**config.mk**
```make
export PLATFORM = sky130hd
export DESIGN_NAME = mioc_slave
export DESIGN_NICKNAME = d
export VERILOG_FILES = /design/src/rtl/mioc_pkg.sv /design/src/rtl/mioc_slave.sv
export SDC_FILE = /design/constraint.sdc
export NUM_CORES = 2
export LEC_CHECK = 0
export ABC_AREA = 1
export BUFFER_PORTS_ARGS = -buffer_cell sky130_fd_sc_hd__clkbuf_2
export CORE_ASPECT_RATIO = 2
export CORE_MARGIN = 2
export CORE_UTILIZATION = 40
export CTS_CLUSTER_SIZE = 20
export DETAILED_ROUTE_END_ITERATION = 10
export GPL_ROUTABILITY_DRIVEN = 0
export HOLD_SLACK_MARGIN = 0.15
export PLACE_DENSITY = 0.59
export SLEW_MARGIN = 5
export SYNTH_ARGS = -nofsm -noshare
export SYNTH_HDL_FRONTEND = slang
export SYNTH_SLANG_ARGS = --single-unit
```
**constraint.sdc**
```tcl
create_clock -name sys_clk -period 8 [get_ports sys_clk]
set_clock_uncertainty 0.1 [all_clocks]
set_input_delay 1.2 -clock sys_clk [delete_from_list [all_inputs] [get_ports sys_clk]]
set_output_delay 1.2 -clock sys_clk [all_outputs]
set_load 0.01 [all_outputs]
```
**src/rtl/mioc_pkg.sv**
```systemverilog
// Constants and types shared by the Modbus digital I/O counter slave.
package mioc_pkg;
    // ==========================================================
    // Sizes and register map
    localparam int NUM_IN = 8;
    localparam int NUM_RLY = 4;
    localparam logic [15:0] IN_COUNT = 16'h0008;
    localparam logic [15:0] RLY_COUNT = 16'h0004;
    localparam logic [15:0] REG_COUNT = 16'h0028;
    localparam logic [5:0] WIDE_BASE = 6'h18;
    localparam logic [5:0] REG_PER_IN = 6'h03;
    localparam logic [3:0] BUF_LEN = 4'hA;
    localparam logic [3:0] REQ_LEN = 4'h8;
    localparam logic [3:0] MULTI_LEN = 4'hA;
    localparam logic [6:0] HDR_LEN = 7'h03;
    localparam logic [6:0] BITS_LEN = 7'h04;
    localparam logic [6:0] ECHO_LEN = 7'h06;
    localparam logic [6:0] EXC_LEN = 7'h03;
    localparam logic [31:0] CNT_RESET = 32'h0000_0000;
    localparam logic [3:0] RLY_RESET = 4'h0;
    // ==========================================================
    // Protocol codes
    localparam logic [7:0] FC_RD_COILS = 8'h01;
    localparam logic [7:0] FC_RD_INPUTS = 8'h02;
    localparam logic [7:0] FC_RD_HOLD = 8'h03;
    localparam logic [7:0] FC_RD_INREG = 8'h04;
    localparam logic [7:0] FC_WR_COIL = 8'h05;
    localparam logic [7:0] FC_WR_REG = 8'h06;
    localparam logic [7:0] FC_WR_MULTI = 8'h0F;
    localparam logic [7:0] EXC_FLAG = 8'h80;
    localparam logic [7:0] EXC_FUNC = 8'h01;
    localparam logic [7:0] EXC_ADDR = 8'h02;
    localparam logic [7:0] EXC_VAL = 8'h03;
    localparam logic [7:0] BCAST = 8'h00;
    localparam logic [7:0] ONE_BYTE = 8'h01;
    localparam logic [15:0] COIL_ON = 16'hFF00;
    localparam logic [15:0] COIL_OFF = 16'h0000;
    localparam logic [15:0] CRC_INIT = 16'hFFFF;
    localparam logic [15:0] CRC_POLY = 16'hA001;
    localparam logic [15:0] CRC_GOOD = 16'h0000;
    // ==========================================================
    // Timing
    localparam int CLK_HZ = 100_000_000;
    localparam int ON_UNIT_S = 1;
    localparam int SEC_CYCLES = ON_UNIT_S * CLK_HZ;
    // ==========================================================
    // Types
    typedef enum logic [2:0] {ST_RX = 3'b001, ST_EXEC = 3'b010, ST_TX = 3'b100} mioc_state_t;
    typedef enum logic [1:0] {RK_REGS = 2'h0, RK_BITS = 2'h1, RK_ECHO = 2'h2, RK_EXC = 2'h3} mioc_kind_t;
endpackage

```
**src/rtl/mioc_slave.sv**
```systemverilog
// Modbus RTU slave core: input filters, pulse and on-time counters, relays and frame handling.
`timescale 1ns/1ps
module mioc_slave
    import mioc_pkg::*;
#(
    parameter int SEC_CYC = SEC_CYCLES
) (
    // Clock and reset
    input wire logic sys_clk,
    input wire logic resetn,
    // Received bytes
    input wire logic rx_valid,
    input wire logic [7:0] rx_data,
    input wire logic rx_frame_end,
    // Transmitted bytes
    output logic tx_valid,
    output logic [7:0] tx_data,
    output logic tx_last,
    input wire logic tx_ready,
    // Configuration
    input wire logic [7:0] station_addr,
    input wire logic [7:0] invert_mask,
    input wire logic [23:0] filter_cycles,
    // Pins
    input wire logic [7:0] din,
    output logic [3:0] relay
);
    // ==========================================================
    // State
    logic [7:0] din_meta, din_sync, raw, filt, next_filt;
    logic [23:0] fcnt [NUM_IN];
    logic [23:0] next_fcnt [NUM_IN];
    logic [31:0] pulse [NUM_IN];
    logic [31:0] next_pulse [NUM_IN];
    logic [31:0] ontime [NUM_IN];
    logic [31:0] next_ontime [NUM_IN];
    logic [31:0] subsec [NUM_IN];
    logic [31:0] next_subsec [NUM_IN];
    logic [7:0] rbuf [BUF_LEN];
    logic [7:0] next_rbuf [BUF_LEN];
    mioc_state_t state, next_state;
    mioc_kind_t kind, next_kind;
    logic [3:0] rx_len, next_rx_len, next_relay;
    logic rx_ovf, next_rx_ovf, reg_wr;
    logic [15:0] rx_crc, next_rx_crc, tx_crc, next_tx_crc;
    logic [6:0] tx_idx, next_tx_idx, tx_len, next_tx_len;
    logic [7:0] exc_code, next_exc_code, next_tx_data, fc;
    logic [15:0] st, qty, val;
    logic [16:0] stop;

    assign fc = rbuf[1];
    assign st = {rbuf[2], rbuf[3]};
    assign qty = {rbuf[4], rbuf[5]};
    assign val = qty;
    assign stop = {1'b0, st} + {1'b0, qty};
    assign raw = din_sync ^ invert_mask;
    assign tx_valid = (state == ST_TX);
    assign tx_last = tx_valid && (tx_idx == tx_len + 7'h01);

    // ==========================================================
    // Helpers
    function automatic logic [15:0] crc16(input logic [15:0] c, input logic [7:0] b);
        logic [15:0] r;
        r = c ^ {8'h00, b};
        for (int i = 0; i < 8; i++) begin
            r = r[0] ? ((r >> 1) ^ CRC_POLY) : (r >> 1);
        end
        return r;
    endfunction

    // Returns input number and field: 0 pulse lo, 1 pulse hi, 2 on-time lo, 3 on-time hi.
    function automatic logic [4:0] reg_map(input logic [5:0] idx);
        logic [5:0] n;
        logic [5:0] r;
        if (idx < WIDE_BASE) begin
            n = idx / REG_PER_IN;
            r = idx - n * REG_PER_IN;
            return {n[2:0], (r == 6'h00) ? 2'h0 : ((r == 6'h01) ? 2'h2 : 2'h3)};
        end
        n = (idx - WIDE_BASE) >> 1;
        return {n[2:0], 1'b0, idx[0]};
    endfunction

    function automatic logic [15:0] reg_word(input logic [5:0] idx);
        logic [4:0] m;
        logic [31:0] v;
        m = reg_map(idx);
        v = m[1] ? ontime[m[4:2]] : pulse[m[4:2]];
        return m[0] ? v[31:16] : v[15:0];
    endfunction

    function automatic logic [7:0] tx_byte(input logic [6:0] k, input logic [15:0] c);
        logic [6:0] off;
        logic [15:0] w;
        logic [7:0] bits;
        off = k - HDR_LEN;
        w = reg_word(6'(st[5:0] + {1'b0, off[6:1]}));
        bits = ((fc == FC_RD_COILS) ? {4'h0, relay} : filt) >> st[2:0];
        bits = bits & 8'((9'h001 << qty[3:0]) - 9'h001);
        if (k == tx_len) begin
            return c[7:0];
        end else if (k > tx_len) begin
            return c[15:8];
        end else if (k == 7'h00) begin
            return rbuf[0];
        end else if (k == 7'h01) begin
            return (kind == RK_EXC) ? (fc | EXC_FLAG) : fc;
        end
        case (kind)
            RK_REGS: return (k == 7'h02) ? qty[6:0] << 1 : (off[0] ? w[7:0] : w[15:8]);
            RK_BITS: return (k == 7'h02) ? ONE_BYTE : bits;
            RK_ECHO: return rbuf[k[3:0]];
            default: return exc_code;
        endcase
    endfunction

    // ==========================================================
    // Input filter and counters
    always_comb begin
        logic [4:0] m;
        m = reg_map(st[5:0]);
        next_filt = filt;
        next_fcnt = fcnt;
        next_pulse = pulse;
        next_ontime = ontime;
        next_subsec = subsec;
        for (int i = 0; i < NUM_IN; i++) begin
            if (raw[i] != filt[i]) begin
                if (fcnt[i] >= filter_cycles) begin
                    next_filt[i] = raw[i];
                    next_fcnt[i] = '0;
                    if (raw[i]) begin
                        next_pulse[i] = pulse[i] + 32'h1;
                    end
                end else begin
                    next_fcnt[i] = fcnt[i] + 24'h1;
                end
            end else begin
                next_fcnt[i] = '0;
            end
            if (filt[i]) begin
                if (subsec[i] >= 32'(SEC_CYC - 1)) begin
                    next_subsec[i] = '0;
                    next_ontime[i] = ontime[i] + 32'h1;
                end else begin
                    next_subsec[i] = subsec[i] + 32'h1;
                end
            end
        end
        if (reg_wr) begin
            case (m[1:0])
                2'h0: next_pulse[m[4:2]][15:0] = val;
                2'h1: next_pulse[m[4:2]][31:16] = val;
                2'h2: next_ontime[m[4:2]][15:0] = val;
                default: next_ontime[m[4:2]][31:16] = val;
            endcase
        end
    end

    always_ff @(posedge sys_clk or negedge resetn) begin
        if (!resetn) begin
            din_meta <= 8'h00;
            din_sync <= 8'h00;
            filt <= 8'h00;
            for (int i = 0; i < NUM_IN; i++) begin
                fcnt[i] <= '0;
                pulse[i] <= CNT_RESET;
                ontime[i] <= CNT_RESET;
                subsec[i] <= CNT_RESET;
            end
        end else begin
            din_meta <= din;
            din_sync <= din_meta;
            filt <= next_filt;
            fcnt <= next_fcnt;
            pulse <= next_pulse;
            ontime <= next_ontime;
            subsec <= next_subsec;
        end
    end

    // ==========================================================
    // Frame handling
    always_comb begin
        logic [15:0] lim;
        next_state = state;
        next_kind = kind;
        next_rbuf = rbuf;
        next_rx_len = rx_len;
        next_rx_ovf = rx_ovf;
        next_rx_crc = rx_crc;
        next_relay = relay;
        next_exc_code = exc_code;
        next_tx_idx = tx_idx;
        next_tx_len = tx_len;
        next_tx_crc = tx_crc;
        next_tx_data = tx_data;
        reg_wr = 1'b0;
        lim = RLY_COUNT;
        case (state)
            ST_RX: begin
                if (rx_valid) begin
                    if (rx_len < BUF_LEN) begin
                        next_rbuf[rx_len] = rx_data;
                        next_rx_len = rx_len + 4'h1;
                        next_rx_crc = crc16(rx_crc, rx_data);
                    end else begin
                        next_rx_ovf = 1'b1;
                    end
                end
                if (rx_frame_end && rx_len != 4'h0) begin
                    next_state = ST_EXEC;
                end
            end
            ST_EXEC: begin
                next_state = ST_RX;
                next_rx_len = 4'h0;
                next_rx_ovf = 1'b0;
                next_rx_crc = CRC_INIT;
                if (!rx_ovf && rx_crc == CRC_GOOD && (rbuf[0] == station_addr || rbuf[0] == BCAST)
                        && rx_len == ((fc == FC_WR_MULTI) ? MULTI_LEN : REQ_LEN)) begin
                    next_kind = RK_EXC;
                    next_exc_code = EXC_FUNC;
                    next_tx_len = EXC_LEN;
                    case (fc)
                        FC_RD_COILS, FC_RD_INPUTS: begin
                            lim = (fc == FC_RD_COILS) ? RLY_COUNT : IN_COUNT;
                            if (qty == 16'h0 || qty > lim) begin
                                next_exc_code = EXC_VAL;
                            end else if (stop > {1'b0, lim}) begin
                                next_exc_code = EXC_ADDR;
                            end else begin
                                next_kind = RK_BITS;
                                next_tx_len = BITS_LEN;
                            end
                        end
                        FC_RD_HOLD, FC_RD_INREG: begin
                            if (qty == 16'h0 || qty > REG_COUNT) begin
                                next_exc_code = EXC_VAL;
                            end else if (stop > {1'b0, REG_COUNT}) begin
                                next_exc_code = EXC_ADDR;
                            end else begin
                                next_kind = RK_REGS;
                                next_tx_len = HDR_LEN + {qty[5:0], 1'b0};
                            end
                        end
                        FC_WR_COIL: begin
                            if (st >= RLY_COUNT) begin
                                next_exc_code = EXC_ADDR;
                            end else if (val != COIL_ON && val != COIL_OFF) begin
                                next_exc_code = EXC_VAL;
                            end else begin
                                next_kind = RK_ECHO;
                                next_tx_len = ECHO_LEN;
                                next_relay[st[1:0]] = (val == COIL_ON);
                            end
                        end
                        FC_WR_REG: begin
                            if (st >= REG_COUNT) begin
                                next_exc_code = EXC_ADDR;
                            end else begin
                                next_kind = RK_ECHO;
                                next_tx_len = ECHO_LEN;
                                reg_wr = 1'b1;
                            end
                        end
                        FC_WR_MULTI: begin
                            if (qty == 16'h0 || qty > RLY_COUNT || rbuf[6] != ONE_BYTE) begin
                                next_exc_code = EXC_VAL;
                            end else if (stop > {1'b0, RLY_COUNT}) begin
                                next_exc_code = EXC_ADDR;
                            end else begin
                                next_kind = RK_ECHO;
                                next_tx_len = ECHO_LEN;
                                for (int i = 0; i < NUM_RLY; i++) begin
                                    if (i >= st && i < stop) begin
                                        next_relay[i] = rbuf[7][i - st];
                                    end
                                end
                            end
                        end
                        default: ;
                    endcase
                    if (rbuf[0] != BCAST) begin
                        next_state = ST_TX;
                        next_tx_idx = 7'h00;
                        next_tx_crc = CRC_INIT;
                        next_tx_data = rbuf[0];
                    end
                end
            end
            ST_TX: begin
                if (tx_ready) begin
                    if (tx_last) begin
                        next_state = ST_RX;
                    end else begin
                        if (tx_idx < tx_len) begin
                            next_tx_crc = crc16(tx_crc, tx_data);
                        end
                        next_tx_idx = tx_idx + 7'h01;
                        next_tx_data = tx_byte(tx_idx + 7'h01, next_tx_crc);
                    end
                end
            end
            default: next_state = ST_RX;
        endcase
    end

    always_ff @(posedge sys_clk or negedge resetn) begin
        if (!resetn) begin
            state <= ST_RX;
            kind <= RK_EXC;
            for (int i = 0; i < BUF_LEN; i++) begin
                rbuf[i] <= 8'h00;
            end
            rx_len <= 4'h0;
            rx_ovf <= 1'b0;
            rx_crc <= CRC_INIT;
            relay <= RLY_RESET;
            exc_code <= 8'h00;
            tx_idx <= 7'h00;
            tx_len <= 7'h00;
            tx_crc <= CRC_INIT;
            tx_data <= 8'h00;
        end else begin
            state <= next_state;
            kind <= next_kind;
            rbuf <= next_rbuf;
            rx_len <= next_rx_len;
            rx_ovf <= next_rx_ovf;
            rx_crc <= next_rx_crc;
            relay <= next_relay;
            exc_code <= next_exc_code;
            tx_idx <= next_tx_idx;
            tx_len <= next_tx_len;
            tx_crc <= next_tx_crc;
            tx_data <= next_tx_data;
        end
    end

    // ==========================================================
    // Checks
    a_filter_pass: assert property (@(posedge sys_clk) disable iff (!resetn)
        $rose(filt[0]) |-> $past(fcnt[0]) >= $past(filter_cycles) && $past(raw[0]))
        else $error("filtered input rose before the filter time");
    a_pulse_step: assert property (@(posedge sys_clk) disable iff (!resetn)
        $rose(filt[0]) && !$past(reg_wr) |-> pulse[0] == $past(pulse[0]) + 32'h1)
        else $error("pulse count did not follow a filtered rise");
    a_pulse_hold: assert property (@(posedge sys_clk) disable iff (!resetn)
        !$rose(filt[0]) && !$past(reg_wr) |-> $stable(pulse[0]))
        else $error("pulse count moved without a pulse or a write");
    a_ontime_idle: assert property (@(posedge sys_clk) disable iff (!resetn)
        !$past(filt[1]) && !$past(reg_wr) |-> $stable(ontime[1]))
        else $error("on-time moved while the input was inactive");
    a_relay_cause: assert property (@(posedge sys_clk) disable iff (!resetn)
        !$stable(relay) |-> $past(state) == ST_EXEC && kind == RK_ECHO)
        else $error("relay changed outside an accepted write");
    a_coil_on: assert property (@(posedge sys_clk) disable iff (!resetn)
        state == ST_TX && tx_idx == 7'h00 && kind == RK_ECHO && fc == FC_WR_COIL && val == COIL_ON
        |-> relay[st[1:0]])
        else $error("write single coil on did not close the relay");
    a_read_len: assert property (@(posedge sys_clk) disable iff (!resetn)
        state == ST_TX && kind == RK_REGS |-> tx_len == HDR_LEN + {qty[5:0], 1'b0} && qty <= REG_COUNT)
        else $error("register answer length does not match the quantity");
    a_echo_bytes: assert property (@(posedge sys_clk) disable iff (!resetn)
        state == ST_TX && kind == RK_ECHO && tx_idx < ECHO_LEN |-> tx_data == rbuf[tx_idx[3:0]])
        else $error("write answer is not an echo of the request");
    a_tx_finish: assert property (@(posedge sys_clk) disable iff (!resetn)
        tx_last && tx_ready |=> state == ST_RX ##1 !tx_valid)
        else $error("transmitter did not return to receive after the last byte");
endmodule

```
==> summary.md <==
| Metric | Value |
|---|---|
| Status | finished, final reports clean |
| Reg2Reg Setup Slack | 0.50 ns |
| Crit path kind | register to register |
| Die ar. | 190000 um2 |
| Mapped Cells | 10119 |
| Core area | 186000 um2 |
| Worst path required time | 8.57 ns |
| Root buffer cell | clkbuf_16 |
| Final WS setup | 0.505 ns |
| Global Route Usage Sum | 0.273 |
| Die height | 614 um |
| Final HPWL DP | 184 mm |
| Top_reg_cell synth | dfrtp_1 |
| Cell row count | 224 |
| Commonest non-fill, non-tap cell in the layout | nand2_1 |
| Hold Crit Class | input pin to asynchronous set/reset pin |
| H-tree depth | 3 |
| CP arrival | 8.06 ns |
| Worst R2R Start | tx_idx[1] |
| CP bufs+invs | 12 |
| Final hold vios | 0 |
| Highest clock rate | 133 MHz |
| Initial DRC Count | 7073 |
| Crit-path max cell delay | 0.48 ns |
| Sink Count | 1134 |
| First-pass DRT Iterations | 6 |
| Synthesis-stage register bit count | 1134 |
| Die Wd | 309 um |
| Netlist Area Pre-Place | 74500 um2 |
| Worst setup path endpoint | tx_data[6] |
| Worst Setup SP | tx_idx[1] |
| Ratio of routed vias to standard cells | 5.53 |
| # hold bufs at CTS | 0 |
| Remaining antenna violation count | 0 |
| Top Family by Delay on Critical Path | simple AND/OR/NAND/NOR gates |
| Leak | 38.1 nW |
| Cell depth of the worst setup path | 57 |
| CP most frequent cell | nand2_1 |
| Fill count | 18988 |
| Fraction of registers with async set/reset | 1.00 |
| Peak VDD IR | 0.000993 V |
| Slew @ Worst Pin | 1.14 ns |
| Initial antenna violation count | 14 |
| PD cells | 450 nW/um2 |
| Largest net degree at the start of global routing | 146 |
| Place WS | 0.0906 ns |
| Initial Util | 0.402 |
| Syn Nets | 10499 |
| CP max FO | 16 |
| Post-synthesis sequential area ratio | 0.381 |
| CP Capture Type | register |
| First-pass GRT wire length | 400 mm |
| Clk_lat worst skew | 0.80 ns |
| Clock Path Buffers | 3 |
| Port bufs | 74 |
| # setup viols final | 0 |
| Max-slew violations | 0 |
| Post-route minimum period | 7.50 ns |
| Placed cell areas | 77800 um2 |
| IO Count | 75 |
| Worst hold slack | 0.247 ns |
| Synth-to-Final Area Change | 10.5% |
| Synth Warn # | 0 |
| WL/cell | 20.7 um |
| CTS tree | yes |
| TritonCTS Buffers | 112 |
| R2R Path End | tx_data[6] |
| Vias in the first global route | 65794 |
| R2R cell count | 57 |
| Slew headroom | 0.241 |
| Via Count | 70087 |
| Fin crit share | 0.937 |
| GRT overflow | 0 |
| Startpoint types | register |
| Design area | 82300 um2 |
| Total Wirelength | 263 mm |
| Post-route core utilization | 0.444 |
| Share of post-route cells with drive strength above 1 | 0.0630 |
| Worst path slowest cell | fa_1 |
| Commonest cells after routing, fill and taps aside | 1940 x nand2_1, 1206 x inv_1, 1084 x dfrtp_1 |
| Syn avg cell area | 7.37 um2 |
| Netlist cell types | 76 |
| Post-route DRC | 0 |
| Max Cap Viol | 0 |
| Nets | 10464 |
| Number of synthesized flops with an enable pin | 0 |
| Clk slew on worst S/H paths | 0.07 ns |
## area by class of cell
class,count,area [um2],share of cell area
Antenna cell,8,20.0,0.000243
Clock buffer,150,3210,0.0390
Clock inverter,63,971,0.0118
Inverter,1253,4710,0.0571
Multi-Input combinational cell,7358,40100,0.487
Sequential cell,1134,28400,0.345
Tap cell,2486,3110,0.0378
Timing Repair Buffer,225,1750,0.0213
## cells in the mapped netlist, drive strengths merged, types with 12 or more instances
cell type  instances  area [um2]
ha               309        3870
buf              158         803
o21ai            673        3370
inv             1240        4650
mux2i             16         160
or2               30         188
nand4            201        1260
nor4             125         795
a211oi            39         293
a21oi            435        2180
nand3           1054        5290
nor2            1028        3920
xnor2            186        1640
and3              14        87.6
a31oi             50         313
o211ai           104         781
o21a              26         195
dfstp             35         920
o32ai             12         105
xor2             398        3490
nor3b             55         413
o31ai             17         128
a22oi             47         353
nand2           1968        7420
nand3b            27         203
nor3             363        1830
dfrtp           1099       27500
clkinv            13        48.8
o22ai             59         369
clkbuf           216         811
## stage by stage
step	setup TNS (ns)	power (mW)	std cells
detailed placement	0	28.9	12445
global route	-0.688	38.7	12670
floorplan	0	20.7	10119
finish	0	37.0	12677
CTS	0	35.1	12658
global placement	0	28.8	12445
## what timing repair did
| action | 4_1_cts | 5_1_grt |
|---|---|---|
| endpoints found under the setup margin | 0 | 8 |
| setup buffers | 0 | 9 |
| resized for setup | 0 | 60 |
## power breakdown
group	switching (mW)	leakage (nW)	internal (mW)
sequential	0.441	14.2	6.17
clock	2.60	2.04	3.54
combinational	17.7	21.9	6.61
total	20.7	38.1	16.3
## worst min path at each step
stage,end,slack (ns)
after floorplan,din_sync[0],0.23
after global placement,din_sync[6],0.23
after detailed placement,din_sync[3],0.24
after CTS,din_sync[3],0.25
after global routing,din_sync[6],0.26
final,fcnt[126],0.25
## routing by layer
| layer | global-route usage | part of all wire | up-vias |
|---|---|---|---|
| met5 | 0 | 0.000088 | - |
| met3 | 0.0480 | 0.078 | 628 |
| met1 | 0.364 | 0.42 | 33165 |
| met2 | 0.417 | 0.44 | 2669 |
| li1 | - | - | 33621 |
| met4 | 0.148 | 0.061 | 4 |
## registers in the layout, indices dropped and copies added (netlist names), 16 cells and up
register / cells
tx_crc: 16
pulse: 256
subsec: 256
rbuf: 56
rx_crc: 16
fcnt: 192
ontime: 256
qty: 16
## logic make-up (layout without fill, tap and decap cells)
| logic type | Yosys count | in the layout | share of synthesized area |
|---|---|---|---|
| multiplexers | 17 | 17 | 0.00230 |
| XOR/XNOR | 584 | 584 | 0.0688 |
| other | 0 | 8 | 0 |
| flip-flops | 1134 | 1134 | 0.381 |
| AND/OR/NAND/NOR | 4885 | 4885 | 0.289 |
| AO/OA/AOI/OAI | 1553 | 1553 | 0.119 |
| buffers and inverters | 1627 | 1691 | 0.0848 |
| adder cells (fa/ha/maj) | 319 | 319 | 0.0546 |
Note: power is estimated with default switching activity, not from simulation.
